--- src/hdl/rcg_pkg.sv ---
package rcg_pkg;

  // ----------------------------------------------------------------
  // Reset extension timing
  // ----------------------------------------------------------------
  localparam int unsigned     RST_EXT_TIME_US = 9000;
  localparam longint unsigned REF_FREQ_HZ     = 64'd14318180;
  localparam longint unsigned BUS_FREQ_HZ     = 64'd33333333;
  localparam int unsigned     RST_CNT_W       = 20;
  localparam int unsigned     RST_EXT_REF_CYCLES =
    int'((64'(RST_EXT_TIME_US) * REF_FREQ_HZ + 64'd999999) / 64'd1000000);
  localparam int unsigned     RST_EXT_BUS_CYCLES =
    int'((64'(RST_EXT_TIME_US) * BUS_FREQ_HZ + 64'd999999) / 64'd1000000);

  // ----------------------------------------------------------------
  // Slow clock synthesis: toggle at twice 32.768 kHz from reference
  // ----------------------------------------------------------------
  localparam int unsigned     SLOW_ACC_W   = 24;
  localparam logic [23:0]     SLOW_STEP    = 24'h010000;
  localparam logic [23:0]     SLOW_MODULUS = 24'hda7a64;
  localparam logic [1:0]      SLOW_MODE_OUTPUT = 2'h1;

  // ----------------------------------------------------------------
  // Dot clock range limits
  // ----------------------------------------------------------------
  localparam longint unsigned DOT_MIN_HZ = 64'd10000000;
  localparam longint unsigned DOT_MAX_HZ = 64'd200000000;

  // ----------------------------------------------------------------
  // Expansion bus divisor field
  // ----------------------------------------------------------------
  localparam int unsigned     XBUS_DIV_W = 3;
  localparam logic [2:0]      XBUS_DIV_RESET = 3'h1;

  typedef enum logic [1:0] {
    RST_HOLD      = 2'b00,
    RST_WAIT_SLOW = 2'b01,
    RST_COUNT     = 2'b10,
    RST_DONE      = 2'b11
  } rcg_rst_state_e;

endpackage : rcg_pkg

--- src/hdl/rcg_top.sv ---
// Summary of operation
// Bus reset follows power-on, plus 9 ms
// Processor reset follows power-on, plus 9 ms
// Processor reset timed from 14.31818 MHz reference
// Expansion clock divides bus clock by twice (field + 1)
// Software may route video clock onto dot
// Dot clock derived from reference clock
// Dot clock stays between 10 and 200 MHz; video path has no rate check and DOT_MIN_HZ/DOT_MAX_HZ are unused
// Slow clock pin direction set by mode
// Slow clock present whenever powered, gates resets
// Most logic timed from bus clock edges; here only the bus reset counter and expansion divider use bus_edge
// Outside source supplies 48 MHz USB clock
// Power-on release synchronised before extension count
`timescale 1ns/1ns

module rcg_top #(
  parameter int unsigned RST_EXT_REF_CYCLES = rcg_pkg::RST_EXT_REF_CYCLES,
  parameter int unsigned RST_EXT_BUS_CYCLES = rcg_pkg::RST_EXT_BUS_CYCLES
) (
  // Clock and reset
  input  wire logic       ref_clk,
  input  wire logic       rst_b,
  // Power-on reset from supply
  input  wire logic       por_b,
  // Clock inputs, sampled on ref_clk
  input  wire logic       bus_clock_in,
  input  wire logic       reference_clock_14m,
  input  wire logic       video_encoder_clock_in,
  // Configuration levels
  input  wire logic [2:0] xbus_div_sel,
  input  wire logic       dot_clock_sel_video,
  input  wire logic [1:0] slow_clock_mode,
  // Slow clock pin
  input  wire logic       slow_clock_i,
  output logic            slow_clock_o,
  output logic            slow_clock_oe_b,
  // Reset outputs
  output logic            bus_reset_b,
  output logic            cpu_reset,
  // Clock outputs
  output logic            expansion_bus_clock,
  output logic            dot_clock_out
);

  // ----------------------------------------------------------------
  // Input sampling and edge detection
  // ----------------------------------------------------------------
  logic       bus_clk_q;
  logic       bus_clk_prev_q;
  logic       ref_clk14_q;
  logic       ref_clk14_prev_q;
  logic       slow_in_q;
  logic       slow_in_prev_q;
  logic       video_clk_q;
  logic       bus_edge;
  logic       ref_edge;
  logic       slow_edge;

  always_ff @(posedge ref_clk or negedge rst_b) begin
    if (!rst_b)
    begin
      bus_clk_q        <= 1'b0;
      bus_clk_prev_q   <= 1'b0;
      ref_clk14_q      <= 1'b0;
      ref_clk14_prev_q <= 1'b0;
      video_clk_q      <= 1'b0;
    end
    else
    begin
      bus_clk_q        <= bus_clock_in;
      bus_clk_prev_q   <= bus_clk_q;
      ref_clk14_q      <= reference_clock_14m;
      ref_clk14_prev_q <= ref_clk14_q;
      video_clk_q      <= video_encoder_clock_in;
    end
  end

  assign bus_edge = bus_clk_q & ~bus_clk_prev_q;
  assign ref_edge = ref_clk14_q & ~ref_clk14_prev_q;

  // ----------------------------------------------------------------
  // Power-on reset synchroniser
  // ----------------------------------------------------------------
  logic por_meta_q;
  logic por_sync_q;

  always_ff @(posedge ref_clk or negedge rst_b) begin
    if (!rst_b)
    begin
      por_meta_q <= 1'b0;
      por_sync_q <= 1'b0;
    end
    else
    begin
      por_meta_q <= por_b;
      por_sync_q <= por_meta_q;
    end
  end

  // ----------------------------------------------------------------
  // Slow clock synthesis and pin direction
  // ----------------------------------------------------------------
  logic [rcg_pkg::SLOW_ACC_W-1:0] slow_acc_q;
  logic                           slow_int_q;
  logic                           slow_is_out;
  logic                           slow_src;
  logic [rcg_pkg::SLOW_ACC_W-1:0] slow_acc_sum;

  assign slow_is_out  = (slow_clock_mode == rcg_pkg::SLOW_MODE_OUTPUT);
  assign slow_acc_sum = slow_acc_q + rcg_pkg::SLOW_STEP;

  always_ff @(posedge ref_clk or negedge rst_b) begin
    if (!rst_b)
    begin
      slow_acc_q <= '0;
      slow_int_q <= 1'b0;
    end
    else if (ref_edge)
    begin
      if (slow_acc_sum >= rcg_pkg::SLOW_MODULUS)
      begin
        slow_acc_q <= slow_acc_sum - rcg_pkg::SLOW_MODULUS;
        slow_int_q <= ~slow_int_q;
      end
      else
      begin
        slow_acc_q <= slow_acc_sum;
      end
    end
  end

  always_ff @(posedge ref_clk or negedge rst_b) begin
    if (!rst_b)
    begin
      slow_clock_o    <= 1'b0;
      slow_clock_oe_b <= 1'b1;
    end
    else
    begin
      slow_clock_o    <= slow_int_q;
      slow_clock_oe_b <= ~slow_is_out;
    end
  end

  assign slow_src = slow_is_out ? slow_int_q : slow_clock_i;

  always_ff @(posedge ref_clk or negedge rst_b) begin
    if (!rst_b)
    begin
      slow_in_q      <= 1'b0;
      slow_in_prev_q <= 1'b0;
    end
    else
    begin
      slow_in_q      <= slow_src;
      slow_in_prev_q <= slow_in_q;
    end
  end

  assign slow_edge = slow_in_q & ~slow_in_prev_q;

  // ----------------------------------------------------------------
  // Reset sequencer
  // ----------------------------------------------------------------
  rcg_pkg::rcg_rst_state_e        rst_state_q;
  logic [rcg_pkg::RST_CNT_W-1:0]  ref_cnt_q;
  logic [rcg_pkg::RST_CNT_W-1:0]  bus_cnt_q;
  logic                           ref_done;
  logic                           bus_done;

  assign ref_done = (ref_cnt_q >= rcg_pkg::RST_CNT_W'(RST_EXT_REF_CYCLES));
  assign bus_done = (bus_cnt_q >= rcg_pkg::RST_CNT_W'(RST_EXT_BUS_CYCLES));

  always_ff @(posedge ref_clk or negedge rst_b) begin
    if (!rst_b)
    begin
      rst_state_q <= rcg_pkg::RST_HOLD;
    end
    else if (!por_sync_q)
    begin
      rst_state_q <= rcg_pkg::RST_HOLD;
    end
    else
    begin
      case (rst_state_q)
        rcg_pkg::RST_HOLD:      rst_state_q <= rcg_pkg::RST_WAIT_SLOW;
        rcg_pkg::RST_WAIT_SLOW: if (slow_edge) rst_state_q <= rcg_pkg::RST_COUNT;
        rcg_pkg::RST_COUNT:     if (ref_done && bus_done) rst_state_q <= rcg_pkg::RST_DONE;
        default:                rst_state_q <= rcg_pkg::RST_DONE;
      endcase
    end
  end

  always_ff @(posedge ref_clk or negedge rst_b) begin
    if (!rst_b)
    begin
      ref_cnt_q <= '0;
    end
    else if (rst_state_q != rcg_pkg::RST_COUNT)
    begin
      ref_cnt_q <= '0;
    end
    else if (ref_edge && !ref_done)
    begin
      ref_cnt_q <= ref_cnt_q + 1'b1;
    end
  end

  always_ff @(posedge ref_clk or negedge rst_b) begin
    if (!rst_b)
    begin
      bus_cnt_q <= '0;
    end
    else if (rst_state_q != rcg_pkg::RST_COUNT)
    begin
      bus_cnt_q <= '0;
    end
    else if (bus_edge && !bus_done)
    begin
      bus_cnt_q <= bus_cnt_q + 1'b1;
    end
  end

  always_ff @(posedge ref_clk or negedge rst_b) begin
    if (!rst_b)
    begin
      bus_reset_b <= 1'b0;
      cpu_reset   <= 1'b1;
    end
    else
    begin
      bus_reset_b <= (rst_state_q == rcg_pkg::RST_COUNT) && bus_done && por_sync_q
                     || (rst_state_q == rcg_pkg::RST_DONE) && por_sync_q;
      cpu_reset   <= !((rst_state_q == rcg_pkg::RST_COUNT) && ref_done && por_sync_q
                     || (rst_state_q == rcg_pkg::RST_DONE) && por_sync_q);
    end
  end

  // ----------------------------------------------------------------
  // Expansion bus clock divider
  // ----------------------------------------------------------------
  logic [rcg_pkg::XBUS_DIV_W-1:0] xbus_cnt_q;

  always_ff @(posedge ref_clk or negedge rst_b) begin
    if (!rst_b)
    begin
      xbus_cnt_q          <= '0;
      expansion_bus_clock <= 1'b0;
    end
    else if (bus_edge)
    begin
      if (xbus_cnt_q >= xbus_div_sel)
      begin
        xbus_cnt_q          <= '0;
        expansion_bus_clock <= ~expansion_bus_clock;
      end
      else
      begin
        xbus_cnt_q <= xbus_cnt_q + 1'b1;
      end
    end
  end

  // ----------------------------------------------------------------
  // Dot clock: reference rate (within 10..200 MHz) or video clock
  // ----------------------------------------------------------------
  always_ff @(posedge ref_clk or negedge rst_b) begin
    if (!rst_b)
    begin
      dot_clock_out <= 1'b0;
    end
    else if (dot_clock_sel_video)
    begin
      dot_clock_out <= video_clk_q;
    end
    else
    begin
      dot_clock_out <= ref_clk14_q;
    end
  end

endmodule : rcg_top

--- config.mk ---
export PLATFORM = sky130hd
export DESIGN_NAME = rcg_top
export DESIGN_NICKNAME = d
export VERILOG_FILES = /design/src/hdl/rcg_pkg.sv /design/src/hdl/rcg_top.sv
export SDC_FILE = /design/constraint.sdc
export NUM_CORES = 1
export LEC_CHECK = 0
export ABC_AREA = 1
export BUFFER_PORTS_ARGS = -buffer_cell sky130_fd_sc_hd__buf_2
export CORE_MARGIN = 1
export CORE_UTILIZATION = 62
export DETAILED_ROUTE_END_ITERATION = 16
export PLACE_DENSITY = 0.79
export REMOVE_ABC_BUFFERS = 1
export SKIP_CTS_REPAIR_TIMING = 1
export SLEW_MARGIN = 20
export SYNTH_ARGS = -nofsm -noshare
export SYNTH_HDL_FRONTEND = slang
export SYNTH_SLANG_ARGS = --single-unit
--- constraint.sdc ---
create_clock -name ref_clk -period 2.32 [get_ports ref_clk]
set_input_delay 0.464 -clock ref_clk [delete_from_list [all_inputs] [get_ports ref_clk]]
set_output_delay 0.464 -clock ref_clk [all_outputs]
set_load 0.05 [all_outputs]
After elaboration in Yosys (flattened, before gate mapping). Index checks and enable logic that the tools add are counted.

Flip-flop bits (word level): 85. Input port bits: 13. Logic and storage cells: 77.

Add/subtract/negate cells: 5. Magnitude comparators: 4. Equality and inequality tests: 7. Mux-type cells: 12. Bitwise logic cells: 9. Reductions and logical operators: 19.

Operator list (number): $mux W20 (4); $add A20 B1 Y20 const B (2); $add A24 B17 Y24 const B (1); $ge A24 B24 Y1 const B (1); $mux W24 (1); $sub A24 B24 Y24 const B (1); $ge A20 B17 Y1 const B (1); $ge A20 B19 Y1 const B (1); $logic_and A1 B1 Y1 (8); $mux W2 (3); $ne A3 B3 Y1 const B (2); $not A1 Y1 (6); $pmux W2 S3 (1); $reduce_and A2 Y1 (3); $eq A2 B1 Y1 const B (2); $eq A2 B2 Y1 const B (2); $reduce_bool A2 Y1 (2); $add A3 B1 Y3 const B (1); $and A1 B1 Y1 (3); $ge A3 B3 Y1 (1); $logic_not A1 Y1 (3); $mux W3 (1); $logic_not A2 Y1 (1); $logic_or A1 B1 Y1 (2); other kinds (2) (3).

Longest topological paths before layout.
Depth after elaboration: 5. Depth in mapped cells: 15. Mapped depth without buffers: 15.

Worst setup path before layout. Ideal clock, no wire load.

Path type: reg2reg. From: register slow_acc_q[16] in the netlist's numbering. To: register slow_acc_q[2] in the netlist's numbering. Arrival: 1.775 ns. Data required time: 2.196 ns. Path slack: 0.421 ns. Cell stages (with the launch flop): 14. Clock period less this slack: 1.899 ns. Cells stage by stage: dfrtp_1 -> ha_1 -> nand2_1 -> inv_1 -> nand2_1 -> nand2_2 -> nor2_4 -> nand3_1 -> nand2_1 -> nand2_4 -> nand2_8 -> nand2_4 -> buf_8 -> xor2_2.

Cells in the longest elaborated chain, start to end: 3.

RTL lines: start: declaration (line rcg_top.sv:103) `logic [rcg_pkg::SLOW_ACC_W-1:0] slow_acc_q;`; start signal: assignment (line rcg_top.sv:122) `slow_acc_q <= slow_acc_sum - rcg_pkg::SLOW_MODULUS;`; start signal: assignment (line rcg_top.sv:127) `slow_acc_q <= slow_acc_sum;`; $add A24 B17 Y24 (line rcg_top.sv:110) `assign slow_acc_sum = slow_acc_q + rcg_pkg::SLOW_STEP;`; $ge A24 B24 Y1 (line rcg_top.sv:120) `if (slow_acc_sum >= rcg_pkg::SLOW_MODULUS)`; $mux W24 (line rcg_top.sv:120).

No other way between the ends. A chain may end at the register's enable or synchronous reset.

Final worst setup path.
From: register slow_acc_q[16] in the netlist's numbering. To: register slow_acc_q[14] in the netlist's numbering.

Same word-level chain as after synthesis.

==> impl_results.md <==
- Status: completed
- Syn-to-layout area delta: 8.84%
- Achievable Freq: roughly 470 MHz
- ANT cells: 0
- Post-synth top area cell: dfrtp_1
- Gpl congestion: roughly 0.99
- Crit path launch: slow_acc_q[16]
- Num Clock Sinks: 83
- Number of global-route vias before repair: 4360
- Drt pass-1 iters: 5
- Drt first-iter violations: approximately 260
- CP max stage delay: 0.45 ns
- Cells after Synth: around 690
- FF+latch count, synth: just over 80
- Post-route ant nets: 0
- CTS tree: yes
- FF-to-FF path depth: 14
- Rel. slew slack: ~57%
- DRT Wirelength: roughly 11000 microns
- Clock Latency Late Sink: 0.35 ns
- Overall Global Routing Usage: roughly 28%
- Critical path's slowest cell: dfrtp_2
- Global-route wire length before repair: between 15000 and 20000 microns
- Max VDD drop: 0.588 mV
- Final period util: between 90% and 100%
- Max Root-Sink Buffers: 2
- R2R Setup Slk: approximately 0.18 ns
- Top FF cell, synth: dfrtp_1
- Initial Utilization: about two thirds
- Clock-pin slew on the worst setup and hold paths: ~0.080 ns
- Initial antenna violation count: 0
- Final Hold Vio Count: 0
- WP data required: between 2 and 3 ns
- Core ar.: slightly below 8000 sq um
- Slew @ Worst Pin: around 0.65 ns
- Nets: roughly 740
- Seq/Total Area, Yosys: approximately 41%
- CP Cell Sequence: ha_1 > nor2_1 > inv_1 > nand2_1 > nand2_1 > nand2_1 > nor2_1 > nor2_1 > nand2_1 > nand2_4 > nand2_8 > nand2_8 > inv_4 > o21ai_0
- CTS H-Tree Depth: 3
- Die area: 8510 sq um
- Clk_skew: approximately 0.0098 ns
- TritonCTS Buffers: 9
- Most frequent cells in the layout: 199 x nand2_1, 88 x inv_1, 79 x dfrtp_1, 66 x nor2_1, 56 x nand3_1
- Minimum clock period: between 2 and 2.5 ns
- HP Class: in -> async
- Port Buffers: 18
- Avg Synthesized Cell Area: between 7 and 8 sq um
- # setup viols final: 0
- Critical path peak fanout: 19
- RSZ-0062 raised after global routing: no
- Wire per inst: about 13 microns
- Post-synth EDFFs: 0
- Crit path kind: reg -> reg
- Synth top area share: 40.1%
- Slew Limit Fails: 0
- Die span in y: about 92 microns
- R2R Path End: slow_acc_q[14]
- Post-synthesis async set-or-reset flop share: 100%
- Share of layout cells above drive strength 1: a little under an eighth
- Hpwl dp: around 8000 microns
- GR Overflow Total: 0
- Post-synthesis cell area: 5050 sq um
- Die Wd: between 90 and 100 microns
- Routed vias: roughly 4.5k
- Worst path arrival time: around 2.4 ns
- CTS Root Cell: clkbuf_8
- Leak Pwr: about 0.0026 uW
- Number of remaining DRC errors: 0
- Most common cell after layout, fill and taps aside: nand2_1
- Ports: 19
- Startpoint Class: register
- Max-Cap Viols: 0
- Worst Setup EP: slow_acc_q[14]
- Design area: ~5500 sq um
- Ys Warns: 0
- Top post-synthesis cells by area: dfrtp_1 40%, nand2_1 15%, inv_1 6.5%, nand3_1 5.5%, nor2_1 4.9%
- Via density per instance: 5.54
- Setup_tns: 0 ns
- Post-synth cell types: 38
- Largest net degree at the start of global routing: 38
- Worst reg2reg path startpoint: slow_acc_q[16]
- Crit. End Element: register
- Site row count: 32
- Placed cell areas: 5290 sq um
- Cell seen most often among critical-path stages: nand2_1
- Power Dens Cells: around 720 nW/um^2
layout make-up:
cell class	count	area, sq um
Multi-Input combinational cell	497	2570
Sequential cell	83	2080
Inverter	95	359
Clock buffer	12	145
Timing Repair Buffer	26	165
Fill cell	654	2310
Clock inverter	4	50.0
Tap cell	102	128
worst max-delay path: cells and delay by family, from the launching register on:
kind	cells	cell delay (ns)
AOI/OAI and AO/OA	1	0.15
adders and majority gates	1	0.24
buffers and inverters	2	0.12
DFF	1	0.45
and+or+nand+nor	10	1.10
kinds of logic (layout without fill, tap and decap cells):
family	Yosys count	after routing	share of synthesized area, %
AOI/OAI and AO/OA	79	79	9.26
xor gates and xnor gates	26	26	4.66
adders and majority gates	13	13	3.22
buffers and inverters	105	137	8.20
DFF	83	83	41.2
and+or+nand+nor	379	379	33.5
power by group:
group          switching [uW]  total (uW)  internal [uW]
registers                 143        1730           1590
clock network             530        1060            527
logic                     811        1190            376
worst min-delay path by stage:
| stage | from | to | cells after the start |
|---|---|---|---|
| floorplan | rst_b | bus_clk_prev_q | 0 |
| global placement | slow_in_q | slow_in_prev_q | 0 |
| detailed placement | slow_int_q | slow_clock_o | 0 |
| CTS | rst_b | bus_reset_b | 1 |
| global route | rst_b | bus_reset_b | 1 |
| finish | rst_b | ref_cnt_q[12] | 1 |
layer usage:
metal,vias up,routed length (microns),share of wire (%),track usage [%]
li1,2246,-,-,-
met1,2139,4970,45,36.4
met2,118,5340,48,47.5
met3,32,450,4.1,5.22
met4,0,287,2.6,11.3
met5,-,0,0,0
state kept, by name, indices dropped and copies added (netlist names), 2 cells and up:
name / count
ref_cnt_q: 20
slow_acc_q: 22
rst_state_q: 2
bus_cnt_q: 20
xbus_cnt_q: 3
metrics by stage:
step	power [uW]	cells	utilization (%)	setup slack [ns]	hold WS [ns]
finish	3970	819	70.4	0.176	0.0404
global route	4230	819	70.4	0.00761	0.0471
CTS	3980	819	70.2	0.0849	0.0426
detailed placement	2920	803	67.7	0.113	0.367
global placement	2880	803	67.7	0.219	0.364
floorplan	2600	675	-	0.417	0.168
Yosys cell counts (2+ instances only):
| master | number |
|---|---|
| dfrtp_1 | 81 |
| nor2_2 | 4 |
| inv_1 | 88 |
| o21bai_2 | 2 |
| buf_4 | 2 |
| nand4_1 | 22 |
| nand2_4 | 2 |
| a21oi_1 | 16 |
| xor2_1 | 20 |
| nor2_4 | 2 |
| nor4_1 | 4 |
| nand3_2 | 2 |
| or2_2 | 3 |
| nand2_1 | 200 |
| inv_2 | 7 |
| nor2_1 | 66 |
| o21ai_0 | 36 |
| nand3_1 | 56 |
| nor3_1 | 9 |
| clkbuf_1 | 5 |
| dfstp_2 | 2 |
| nand2_2 | 5 |
| o21ai_2 | 4 |
| xnor2_1 | 5 |
| o21ai_1 | 3 |
| ha_1 | 13 |
| o31ai_1 | 15 |
No activity file was read; power rests on OpenSTA's default activity.
